$ cat config.mk
export PLATFORM = sky130hd
export DESIGN_NAME = otf_top
export DESIGN_NICKNAME = d
export VERILOG_FILES = /design/src/hdl/otf_pkg.sv /design/src/hdl/otf_sync.sv /design/src/hdl/otf_top.sv
export SDC_FILE = /design/constraint.sdc
export NUM_CORES = 1
export LEC_CHECK = 0
export ABC_AREA = 1
export BUFFER_PORTS_ARGS = -buffer_cell sky130_fd_sc_hd__buf_2
export CAP_MARGIN = 20
export CORE_ASPECT_RATIO = 1.1
export CORE_MARGIN = 1
export CORE_UTILIZATION = 45
export DETAILED_ROUTE_END_ITERATION = 10
export PLACE_DENSITY = 0.66
export SLEW_MARGIN = 20
export SYNTH_ARGS = -nofsm -noshare
export SYNTH_HDL_FRONTEND = slang
export SYNTH_HIERARCHICAL = 1
export SYNTH_SLANG_ARGS = --single-unit
$ cat constraint.sdc
create_clock -name i_mclk -period 2.94 [get_ports i_mclk]
set_input_delay 0.588 -clock i_mclk [delete_from_list [all_inputs] [get_ports i_mclk]]
set_output_delay 0.588 -clock i_mclk [all_outputs]
set_load 0.01 [all_outputs]
$ cat src/hdl/otf_pkg.sv
/*
  Constants for the overheat fault and protection block: register byte
  offsets on the APB slave, field positions, reset values, serial link
  frame layout and timing counts.
  Assumes: used only through otf_pkg::name, never imported.
*/
package otf_pkg;

  // apb register byte offsets
  localparam int          APB_AW          = 8;
  localparam logic [7:0]  ADDR_CTRL       = 8'h00;
  localparam logic [7:0]  ADDR_FAULT      = 8'h04;
  localparam logic [7:0]  ADDR_DISP       = 8'h08;
  localparam logic [7:0]  ADDR_INTENS     = 8'h0c;
  localparam logic [7:0]  ADDR_IRQ_STAT   = 8'h10;
  localparam logic [7:0]  ADDR_IRQ_MASK   = 8'h14;

  // control register fields
  localparam int          CTRL_RUN        = 0;
  localparam int          CTRL_RIPPLE     = 1;
  localparam int          CTRL_PHASE_LSB  = 4;
  localparam int          CTRL_OWN_LSB    = 8;
  localparam logic [31:0] CTRL_RST        = 32'h0000_0000;

  // fault status byte fields
  localparam int          FLT_OPEN        = 0;
  localparam int          FLT_SHORT       = 1;
  localparam int          FLT_HEAT        = 2;
  localparam int          FLT_PART_LSB    = 5;
  localparam int          FLT_SUM         = 7;

  // interrupt status / mask fields
  localparam int          IRQ_HEAT        = 0;
  localparam int          IRQ_LED         = 1;
  localparam int          IRQ_LINK_CLR    = 2;
  localparam int          IRQ_W           = 3;

  // serial link frame: {rw, code[6:0], data[7:0]}, then 8 read bits
  localparam logic [6:0]  LINK_FAULT_CODE = 7'h05;
  localparam logic [4:0]  LINK_HDR_BITS   = 5'h10;
  localparam logic [4:0]  LINK_RD_BITS    = 5'h08;

  // pwm step rate: one step every PWM_DIV clocks
  localparam int          PWM_DIV         = 4;
  localparam logic [1:0]  PWM_DIV_LAST    = 2'(PWM_DIV - 1);

  // serial link receiver states
  typedef enum logic [1:0] {
    LK_IDLE,
    LK_HDR,
    LK_READ
  } otf_link_t;

endpackage : otf_pkg

$ cat src/hdl/otf_sync.sv
/*
  Two flip-flop synchroniser for a group of independent levels.
  Assumes: each bit is a slow level or a clock sampled for edges; no
  bus-coherence between bits is required.
*/
`timescale 1ns/1ps
`default_nettype none

module otf_sync #(
  parameter int             W    = 1,
  parameter logic [W-1:0]   INIT = '0
) (
  input  wire logic         i_mclk,
  input  wire logic         i_resetn,
  input  wire logic [W-1:0] i_async,
  output logic      [W-1:0] o_sync
);

  logic [W-1:0] meta_q;

  // first stage feeds only the second stage
  always_ff @(posedge i_mclk) begin
    if (!i_resetn) begin
      meta_q <= INIT;
      o_sync <= INIT;
    end else begin
      meta_q <= i_async;
      o_sync <= meta_q;
    end
  end

endmodule : otf_sync

`default_nettype wire

$ cat src/hdl/otf_top.sv
/*
  Overheat fault latch, shutdown protection, fault status, segment pwm
  and serial status read-back of one matrix driver, with an APB slave.
  Assumes: one 20 MHz clock; reset synchronous active low; overheat
  detector, LED fault comparators and the serial link are asynchronous.
*/
// Local design decisions: the register addresses and register access over APB.
// Notes on behaviour
// RL1: overheat event latches sticky readable flag
// RL2: overheat clears run bit, data kept
// RL3: run set ignored while still hot
// RL4: flag survives cooling and leaving shutdown
// RL5: fault register cleared at reset, on write
// RL6: fault write ignores data, clears all flags
// RL7: reading fault register changes no flag
// RL8: global serial write clears every driver
// RL9: low reset halts, restores control defaults
// RL10: host repeats setup writes after reset
// RL11: host holds reset until supplies settle
// RL12: at most 256 drivers per bus
// RL13: host keeps serial rate within limit
// RL14: serial output drives only read data
// RL15: per-digit intensity sets pwm duty
// RL16: ripple offsets switching phase between drivers
// RL17: open, short, heat flags plus summary
// RL18: LED faults counted only while driving
// RL19: overheat input passes two-stage synchroniser
`timescale 1ns/1ps
`default_nettype none

module otf_top #(
  parameter logic [1:0]  PART_ID = 2'h0 // arbitrary value
) (
  input  wire logic        i_mclk,
  input  wire logic        i_resetn,
  input  wire logic        i_psel,
  input  wire logic        i_penable,
  input  wire logic        i_pwrite,
  input  wire logic [7:0]  i_paddr,
  input  wire logic [31:0] i_pwdata,
  output logic      [31:0] o_prdata,
  output logic             o_pready,
  output logic             o_pslverr,
  input  wire logic        i_overheat,
  input  wire logic [15:0] i_led_open,
  input  wire logic [15:0] i_led_short,
  input  wire logic        i_link_sclk,
  input  wire logic        i_link_cs_n,
  input  wire logic        i_link_din,
  output logic             o_link_dout,
  output logic             o_link_dout_oe,
  output logic      [15:0] o_seg,
  output logic             o_shutdown,
  output logic             o_irq
);

  // synchronised inputs
  logic        heat_s;
  logic [31:0] led_s;
  logic [2:0]  link_s;
  logic        sclk_s;
  logic        din_s;
  logic        cs_n_s;

  // RL19 overheat synchroniser
  otf_sync #(.W(1), .INIT(1'b0)) u_sync_heat (
    .i_mclk   (i_mclk),
    .i_resetn (i_resetn),
    .i_async  (i_overheat),
    .o_sync   (heat_s)
  );

  otf_sync #(.W(32), .INIT(32'h0000_0000)) u_sync_led (
    .i_mclk   (i_mclk),
    .i_resetn (i_resetn),
    .i_async  ({i_led_short, i_led_open}),
    .o_sync   (led_s)
  );

  otf_sync #(.W(3), .INIT(3'h1)) u_sync_link (
    .i_mclk   (i_mclk),
    .i_resetn (i_resetn),
    .i_async  ({i_link_sclk, i_link_din, i_link_cs_n}),
    .o_sync   (link_s)
  );

  assign sclk_s = link_s[2];
  assign din_s  = link_s[1];
  assign cs_n_s = link_s[0];

  // registers and state
  logic                    run_q;
  logic                    ripple_q;
  logic [3:0]              phase_q;
  logic [7:0]              own_q;
  logic [15:0]             disp_q;
  logic [7:0]              intens_q;
  logic                    open_q;
  logic                    short_q;
  logic                    heat_flag_q;
  logic [otf_pkg::IRQ_W-1:0] irq_stat_q;
  logic [otf_pkg::IRQ_W-1:0] irq_mask_q;
  logic                    heat_prev_q;
  logic [1:0]              pwm_div_q;
  logic [3:0]              pwm_cnt_q;
  logic [15:0]             seg_q;
  logic                    link_clr_q;
  otf_pkg::otf_link_t      link_st_q;
  logic [4:0]              bit_cnt_q;
  logic [15:0]             shift_q;
  logic [7:0]              tx_q;
  logic                    sclk_prev_q;

  // bus strobes: a transfer completes on the edge where pready is high
  logic acc;
  logic wr_acc;
  logic rd_acc;
  assign acc    = i_psel & i_penable & o_pready;
  assign wr_acc = acc & i_pwrite;
  assign rd_acc = acc & ~i_pwrite;

  logic heat_rise;
  logic open_hit;
  logic short_hit;
  logic fault_clr;
  logic [7:0] fault_byte;
  assign heat_rise = heat_s & ~heat_prev_q;
  // RL18 only lit segments can report
  assign open_hit  = |(seg_q & led_s[15:0]);
  assign short_hit = |(seg_q & led_s[31:16]);
  // RL6 RL7 only writes clear, data ignored
  assign fault_clr = (wr_acc && i_paddr == otf_pkg::ADDR_FAULT) | link_clr_q;
  // RL17 summary is the or of three flags
  assign fault_byte = {open_q | short_q | heat_flag_q, PART_ID, 2'h0,
                       heat_flag_q, short_q, open_q};

  // apb handshake: one wait cycle, read data captured with pready
  always_ff @(posedge i_mclk) begin
    if (!i_resetn) begin
      o_pready  <= 1'b0;
      o_prdata  <= 32'h0000_0000;
      o_pslverr <= 1'b0;
    end else begin
      o_pready  <= i_psel & i_penable & ~o_pready;
      o_pslverr <= 1'b0;
      o_prdata  <= 32'h0000_0000;
      if (i_psel && i_penable && !o_pready) begin
        if (i_paddr == otf_pkg::ADDR_CTRL) begin
          o_prdata <= {16'h0000, own_q, phase_q, 2'h0, ripple_q, run_q};
        end else if (i_paddr == otf_pkg::ADDR_FAULT) begin
          o_prdata <= {24'h00_0000, fault_byte};
        end else if (i_paddr == otf_pkg::ADDR_DISP) begin
          o_prdata <= {16'h0000, disp_q};
        end else if (i_paddr == otf_pkg::ADDR_INTENS) begin
          o_prdata <= {24'h00_0000, intens_q};
        end else if (i_paddr == otf_pkg::ADDR_IRQ_STAT) begin
          o_prdata <= {29'h0000_0000, irq_stat_q};
        end else if (i_paddr == otf_pkg::ADDR_IRQ_MASK) begin
          o_prdata <= {29'h0000_0000, irq_mask_q};
        end else begin
          o_pslverr <= 1'b1;
        end
      end
    end
  end

  // RL9 RL10 control register, defaults under reset
  always_ff @(posedge i_mclk) begin
    if (!i_resetn) begin
      run_q    <= otf_pkg::CTRL_RST[otf_pkg::CTRL_RUN];
      ripple_q <= otf_pkg::CTRL_RST[otf_pkg::CTRL_RIPPLE];
      phase_q  <= otf_pkg::CTRL_RST[otf_pkg::CTRL_PHASE_LSB +: 4];
      own_q    <= otf_pkg::CTRL_RST[otf_pkg::CTRL_OWN_LSB +: 8];
    end else begin
      if (wr_acc && i_paddr == otf_pkg::ADDR_CTRL) begin
        ripple_q <= i_pwdata[otf_pkg::CTRL_RIPPLE];
        phase_q  <= i_pwdata[otf_pkg::CTRL_PHASE_LSB +: 4];
        own_q    <= i_pwdata[otf_pkg::CTRL_OWN_LSB +: 8];
        run_q    <= i_pwdata[otf_pkg::CTRL_RUN];
      end
      // RL2 RL3 heat forces shutdown, overrides any set
      if (heat_s) begin
        run_q <= 1'b0;
      end
    end
  end

  // display data and digit intensity, kept through shutdown
  always_ff @(posedge i_mclk) begin
    if (!i_resetn) begin
      disp_q   <= 16'h0000;
      intens_q <= 8'h00;
    end else begin
      if (wr_acc && i_paddr == otf_pkg::ADDR_DISP) begin
        disp_q <= i_pwdata[15:0];
      end
      if (wr_acc && i_paddr == otf_pkg::ADDR_INTENS) begin
        intens_q <= i_pwdata[7:0];
      end
    end
  end

  // RL1 RL4 RL5 sticky fault flags, set beats clear
  always_ff @(posedge i_mclk) begin
    if (!i_resetn) begin
      open_q      <= 1'b0;
      short_q     <= 1'b0;
      heat_flag_q <= 1'b0;
    end else begin
      open_q      <= open_hit | (open_q & ~fault_clr);
      short_q     <= short_hit | (short_q & ~fault_clr);
      heat_flag_q <= heat_s | (heat_flag_q & ~fault_clr);
    end
  end

  // interrupt status (write one to clear), mask, level output
  always_ff @(posedge i_mclk) begin
    if (!i_resetn) begin
      irq_stat_q  <= '0;
      irq_mask_q  <= '0;
      heat_prev_q <= 1'b0;
      o_irq       <= 1'b0;
    end else begin
      heat_prev_q <= heat_s;
      if (wr_acc && i_paddr == otf_pkg::ADDR_IRQ_MASK) begin
        irq_mask_q <= i_pwdata[otf_pkg::IRQ_W-1:0];
      end
      irq_stat_q <= (irq_stat_q
                     & ~((wr_acc && i_paddr == otf_pkg::ADDR_IRQ_STAT)
                         ? i_pwdata[otf_pkg::IRQ_W-1:0] : '0))
                    | {link_clr_q,
                       (open_hit & ~open_q) | (short_hit & ~short_q),
                       heat_rise};
      o_irq <= |(irq_stat_q & irq_mask_q);
    end
  end

  // RL15 RL16 pwm per digit, phase offset when ripple on
  logic [3:0] pwm_ph;
  logic       dig0_on;
  logic       dig1_on;
  assign pwm_ph  = ripple_q ? 4'(pwm_cnt_q + phase_q) : pwm_cnt_q;
  assign dig0_on = pwm_ph < intens_q[3:0];
  assign dig1_on = pwm_ph < intens_q[7:4];

  always_ff @(posedge i_mclk) begin
    if (!i_resetn) begin
      pwm_div_q  <= 2'h0;
      pwm_cnt_q  <= 4'h0;
      seg_q      <= 16'h0000;
      o_seg      <= 16'h0000;
      o_shutdown <= 1'b1;
    end else begin
      pwm_div_q <= (pwm_div_q == otf_pkg::PWM_DIV_LAST) ? 2'h0 : 2'(pwm_div_q + 2'h1);
      if (pwm_div_q == otf_pkg::PWM_DIV_LAST) begin
        pwm_cnt_q <= 4'(pwm_cnt_q + 4'h1);
      end
      seg_q      <= run_q ? (disp_q & {{8{dig1_on}}, {8{dig0_on}}}) : 16'h0000;
      o_seg      <= run_q ? (disp_q & {{8{dig1_on}}, {8{dig0_on}}}) : 16'h0000;
      o_shutdown <= ~run_q;
    end
  end

  // serial link: header on sclk rise, read byte out on sclk fall
  logic sclk_rise;
  logic sclk_fall;
  assign sclk_rise = sclk_s & ~sclk_prev_q;
  assign sclk_fall = ~sclk_s & sclk_prev_q;

  always_ff @(posedge i_mclk) begin
    if (!i_resetn) begin
      link_st_q      <= otf_pkg::LK_IDLE;
      bit_cnt_q      <= 5'h00;
      shift_q        <= 16'h0000;
      tx_q           <= 8'h00;
      sclk_prev_q    <= 1'b0;
      link_clr_q     <= 1'b0;
      o_link_dout    <= 1'b0;
      o_link_dout_oe <= 1'b0;
    end else begin
      sclk_prev_q <= sclk_s;
      link_clr_q  <= 1'b0;
      if (cs_n_s) begin
        // RL8 completed write of the fault code clears every listener
        if (link_st_q == otf_pkg::LK_HDR && bit_cnt_q == otf_pkg::LINK_HDR_BITS
            && !shift_q[15] && shift_q[14:8] == otf_pkg::LINK_FAULT_CODE) begin
          link_clr_q <= 1'b1;
        end
        link_st_q      <= otf_pkg::LK_IDLE;
        o_link_dout_oe <= 1'b0;
      end else begin
        case (link_st_q)
          otf_pkg::LK_IDLE: begin
            link_st_q <= otf_pkg::LK_HDR;
            bit_cnt_q <= 5'h00;
          end
          otf_pkg::LK_HDR: begin
            if (sclk_rise && bit_cnt_q != otf_pkg::LINK_HDR_BITS) begin
              shift_q   <= {shift_q[14:0], din_s};
              bit_cnt_q <= 5'(bit_cnt_q + 5'h01);
              // RL12 eight-bit driver address selects the reader
              if (bit_cnt_q == 5'(otf_pkg::LINK_HDR_BITS - 5'h01) && shift_q[14]
                  && shift_q[13:7] == otf_pkg::LINK_FAULT_CODE
                  && {shift_q[6:0], din_s} == own_q) begin
                link_st_q <= otf_pkg::LK_READ;
                bit_cnt_q <= 5'h00;
                tx_q      <= fault_byte;
              end
            end
          end
          otf_pkg::LK_READ: begin
            // RL14 drive only the addressed read byte
            if (sclk_fall) begin
              if (bit_cnt_q != otf_pkg::LINK_RD_BITS) begin
                o_link_dout    <= tx_q[7];
                o_link_dout_oe <= 1'b1;
                tx_q           <= {tx_q[6:0], 1'b0};
                bit_cnt_q      <= 5'(bit_cnt_q + 5'h01);
              end else begin
                o_link_dout_oe <= 1'b0;
              end
            end
          end
          default: begin
            link_st_q <= otf_pkg::LK_IDLE;
          end
        endcase
      end
    end
  end
endmodule : otf_top

`default_nettype wire

## Word level (Yosys, flattened, before mapping)

Cells that the tools add are included.

| word-level totals | value |
|---|---|
| bits in registers | 213 |
| bits in latches | 0 |
| bits in writable memories | 0 |
| bits in read-only memories | 0 |
| bits of input ports | 81 |
| output and inout port bits | 54 |
| memories | 0 |

| cells by class | value |
|---|---|
| $add $sub $neg | 4 |
| multipliers | 0 |
| divide/modulo/power cells | 0 |
| $lt $le $gt $ge | 2 |
| equality and inequality tests | 19 |
| shifts and indexed selects | 0 |
| multiplexer cells | 24 |
| bitwise logic cells | 38 |
| reductions and logical operators | 39 |

Operator list:

| cell | number |
|---|---|
| $and 16x16->16 | 3 |
| $mux 16 | 3 |
| $mux 8 | 5 |
| $reduce_or 16->1 | 2 |
| $mux 5 | 4 |
| $eq 8x4->1 const B | 2 |
| $eq 8x5->1 const B | 2 |
| $pmux 8 s2 | 1 |
| $logic_and 1x1->1 | 15 |
| $pmux 5 s3 | 1 |
| $eq 7x3->1 const B | 2 |
| $and 1x1->1 | 12 |
| $not 1->1 | 12 |
| $mux 3 | 3 |
| $eq 8x3->1 const B | 1 |
| $eq 8x8->1 | 1 |
| $logic_not 8->1 | 1 |
| $lt 4x4->1 | 2 |
| $reduce_and 2->1 | 4 |
| $or 1x1->1 | 7 |
| $reduce_or 7->1 | 1 |
| $and 3x3->3 | 2 |
| $pmux 2 s3 | 1 |
| $reduce_and 3->1 | 2 |
| 27 further kinds | 37 |

## Logic depth before layout (Yosys ltp)

| logic depth | value |
|---|---|
| depth after elaboration | 8 |
| mapped depth | 16 |
| depth with buffers taken out | 15 |

## Hierarchy

Netlist, hierarchy kept.

Modules (own cells, without submodules):

| module | times used | cells an instance | area each (sq um) | seq. area each (sq um) |
|---|---|---|---|---|
| otf_top | 1 | 718 | 5610.4 | 2502.4 |
| otf_sync at u_sync_led | 1 | 199 | 1840.5 | 1281.2 |
| otf_sync at u_sync_link | 1 | 18 | 165.2 | 120.1 |
| otf_sync at u_sync_heat | 1 | 6 | 55.1 | 40.0 |

## Worst setup path after synthesis

OpenSTA, ideal clock, no wires.

| path | value |
|---|---|
| path type | flip-flop to flip-flop |
| from | register pwm_cnt_q[1] |
| to | register seg_q[2] |
| library setup time | 0.080 ns |
| arrival time | 1.994 ns |
| data required time | 2.860 ns |
| setup slack | 0.866 ns |
| cell stages (with the launch flop) | 11 |
| buffers on the path | 0 |
| cells stage by stage | dfxtp_1 -> ha_1 -> a21o_1 -> a21oi_1 -> nor2_1 -> nor2_1 -> xor2_1 -> ha_1 -> a21oi_1 -> nand2_1 -> nor3b_1 |

| on the way | value |
|---|---|
| cells in the longest elaborated chain, start to end | 4 |

RTL lines:

| what | line | text |
|---|---|---|
| start: declaration | otf_top.sv:105 | `logic [3:0] pwm_cnt_q;` |
| start signal: assignment | otf_top.sv:256 | `pwm_cnt_q <= 4'(pwm_cnt_q + 4'h1);` |
| $add 4x4->4 | otf_top.sv:242 | `assign pwm_ph = ripple_q ? 4'(pwm_cnt_q + phase_q) : pwm_cnt_q;` |
| $mux 4 (*) | otf_top.sv:242 |  |
| $lt 4x4->1 (*) | otf_top.sv:243 | `assign dig0_on = pwm_ph < intens_q[3:0];` |
| $and 16x16->16 (*) | otf_top.sv:258 | `seg_q <= run_q ? (disp_q & {{8{dig1_on}}, {8{dig0_on}}}) : 16'h0000;` |
| end signal: assignment | otf_top.sv:258 |  |
| end: declaration | otf_top.sv:106 | `logic [15:0] seg_q;` |

Every way passes the cells marked *; elsewhere a longest branch is shown, timed or not.
A chain may end at the register's enable or synchronous reset.

## Final worst setup path

| path | value |
|---|---|
| from | register pwm_cnt_q[1] |
| to | register seg_q[6] |

Same word-level chain as after synthesis.

==> metrics.txt <==
#FFs+latches synth 197; drt total wl 15,500 um; most common flop cell mapped by yosys dfxtp_1; Register-to-Register Path Depth 10; TritonCTS clock tree yes; Boundary Pins 135; pin count of the biggest net entering global routing 108; uppermost layer routed met4; part of the power in registers 52.2%; nets@finish 1,137; Met1 Wirelength 7080 um; CTS sink count 197; Clock power frac 43.8%; Num CTS Buffers 17; first-pass GRT wire length 25,600 um; max-slew violation count 0; RD Place Congestion 0.875; Fin Clk Skew 11.4 ps; Worst Tran Pin Value 970 ps; fin cells 1,254; final hold violations 0; DR WL/cell 12.3 um; ys async rst share 0%; metal3 WL 633 um; gr ovfl total 0; CP Data Arrival Time 2750 ps; post-layout util 53.5%; commonest non-fill, non-tap cell in the layout dfxtp_1; row cnt 49; proportion of power drawn by combinational gates 4.0%; DRC viols 0; crit path kind reg2reg; Cell Pwr Density 595 nW/um^2; final worst slack 534 ps; unique cell type count in the Yosys netlist 47; post-CTS setup buffers 0; worst rel slew slack 35.3%; CTS Root Cell clkbuf_16; setup_tns 0 ps; Die H 139 um; via/cell ratio 4.72; cells after synthesis 941; Post-synth EDFFs 0; reg2reg setup slack 530 ps; sequential element share of the synthesized area 51.4%; layout cells sized above 1 15.7%; warnings from Yosys 6; NetSw 1.29 mW; hold crit path type in2reg; clk_lat worst skew 440 ps; DRT iter0 DRCs 259; antenna viol nets, final 0; width of the die 126 um; setup repair after global routing missed its margin false; number of global-route vias before repair 5,370; Pleak 4.26 nW; DP HPWL 11,200 um; Gates resized, CTS repair 0; core area 16,500 sq um; Vias 5,914; Critical Path Start pwm_cnt_q[1]; worst r2r dst seg_q[6]; minimum clock period 2410 ps; drt first pass iters 5; H-tree Lvls 4; gr usage total 18.6%; Hold Buf Count CTS 0; final setup fails 0; Layout Area Growth over Synthesis 15.0%; DP Worst Slack 561 ps; Max Clk Rate 0.416 GHz; Post-Syn Area 7670 sq um; Die Area 17,600 sq um; Sw Ratio 24.6%; crit start category flip-flop; element type at the critical path end flip-flop; Final period util 81.8%; Inserted Diodes 0; Worst Path Required 3280 ps; Reg clk slew, reported paths 70 ps; P_int 3.96 mW; launching point of the worst reg2reg path pwm_cnt_q[1]; crit path max fanout 8; clk buf depth 2; Synth Area per Inst 8.15 sq um; most frequent cells in the layout dfxtp_1 (197), nand2_1 (185), inv_1 (166); status finished, final reports clean; metal2 WL 7360 um; Peak VDD IR 0.389 mV; port buffer count 102; initial core utilization 46.5%; CP endpoint seg_q[6]; placed cells 1,222; initial antenna violation count 0; Max-Cap Viols 0
-- synthesized netlist by cell type, types with 9 or more instances --
| library cell | count | area (sq um) |
|---|---|---|
| dfxtp_1 | 197 | 3940 |
| inv_1 | 166 | 623 |
| buf_4 | 19 | 143 |
| buf_6 | 9 | 101 |
| nand2_1 | 185 | 694 |
| o22ai_1 | 11 | 68.8 |
| o21ai_0 | 70 | 350 |
| nor2_1 | 45 | 169 |
| a21oi_1 | 81 | 405 |
| ha_1 | 18 | 225 |
| nor3_1 | 28 | 140 |
| nand3_1 | 20 | 100 |
| clkbuf_1 | 12 | 45.0 |
| nand4_1 | 11 | 68.8 |
-- state kept, by name, summed over array words and instances (netlist names), 16 cells and up --
name and flops:
u_sync_led/o_sync 32, disp_q 16, u_sync_led/meta_q 32, shift_q 16, seg_q 16, o_prdata 16
-- worst min-delay path by stage --
stage | startpoint | to | slack [ps] | depth (start not counted)
final | i_link_cs_n | u_sync_link/meta_q[0] | 320 | 3
after global placement | u_sync_link/meta_q[0] | u_sync_link/o_sync[0] | 390 | 2
after global routing | i_led_short[9] | u_sync_led/meta_q[25] | 310 | 3
after floorplan | u_sync_link/meta_q[0] | u_sync_link/o_sync[0] | 380 | 2
after CTS | i_link_cs_n | u_sync_link/meta_q[0] | 300 | 3
after detailed placement | u_sync_link/meta_q[0] | u_sync_link/o_sync[0] | 390 | 2
-- worst max-delay path, cell delays in order (launching register included) --
cell     delay (ps)
dfxtp_1         450
ha_1            280
a21o_1          160
a21oi_1         160
nor2_1           60
nor2_1          130
xor2_1          240
ha_1            290
a21oi_1         140
nand2_1         210
nor3_1          220
-- cell type report --
cell class / instances / area [sq um]
Clock buffer: 17 / 425
Clock inverter: 15 / 179
Fill cell: 1585 / 7670
Inverter: 174 / 661
Multi-Input combinational cell: 542 / 2820
Sequential cell: 197 / 3940
Tap cell: 204 / 255
Timing Repair Buffer: 105 / 536
-- per-stage QoR --
stage,instance area [sq um],hold WS [ps],power (mW)
6_report,8820,322,5.25
5_1_grt,8820,310,5.45
4_1_cts,8820,297,5.32
3_5_place_dp,8210,386,3.02
3_3_place_gp,8210,387,3.01
2_1_floorplan,7730,380,2.96
-- power groups by stage --
| stage | logic [mW] | clock network, mW | registers (mW) |
|---|---|---|---|
| finish | 0.209 | 2.30 | 2.74 |
| floorplan | 0.155 | 0 | 2.80 |
| detailed placement | 0.210 | 0 | 2.81 |
| global placement | 0.207 | 0 | 2.80 |
| CTS | 0.211 | 2.36 | 2.74 |
| global route | 0.240 | 2.46 | 2.75 |
-- logic make-up after synthesis --
family	Yosys count	share of synthesized area (%)
flops	197	51.4
xor+xnor	6	0.685
simple gates	309	18.2
buf+inv	217	12.6
other cells	1	0.0489
fa+ha+maj	19	3.20
compound gates	192	13.9
-- per-layer routing --
metal  vias up  global-route usage (%)
li1       3162                       -
met2       134                    30.7
met5         -                       0
met3        25                    4.17
met1      2593                    23.0
met4         0                    8.81
(Power assumes the default switching activity.)
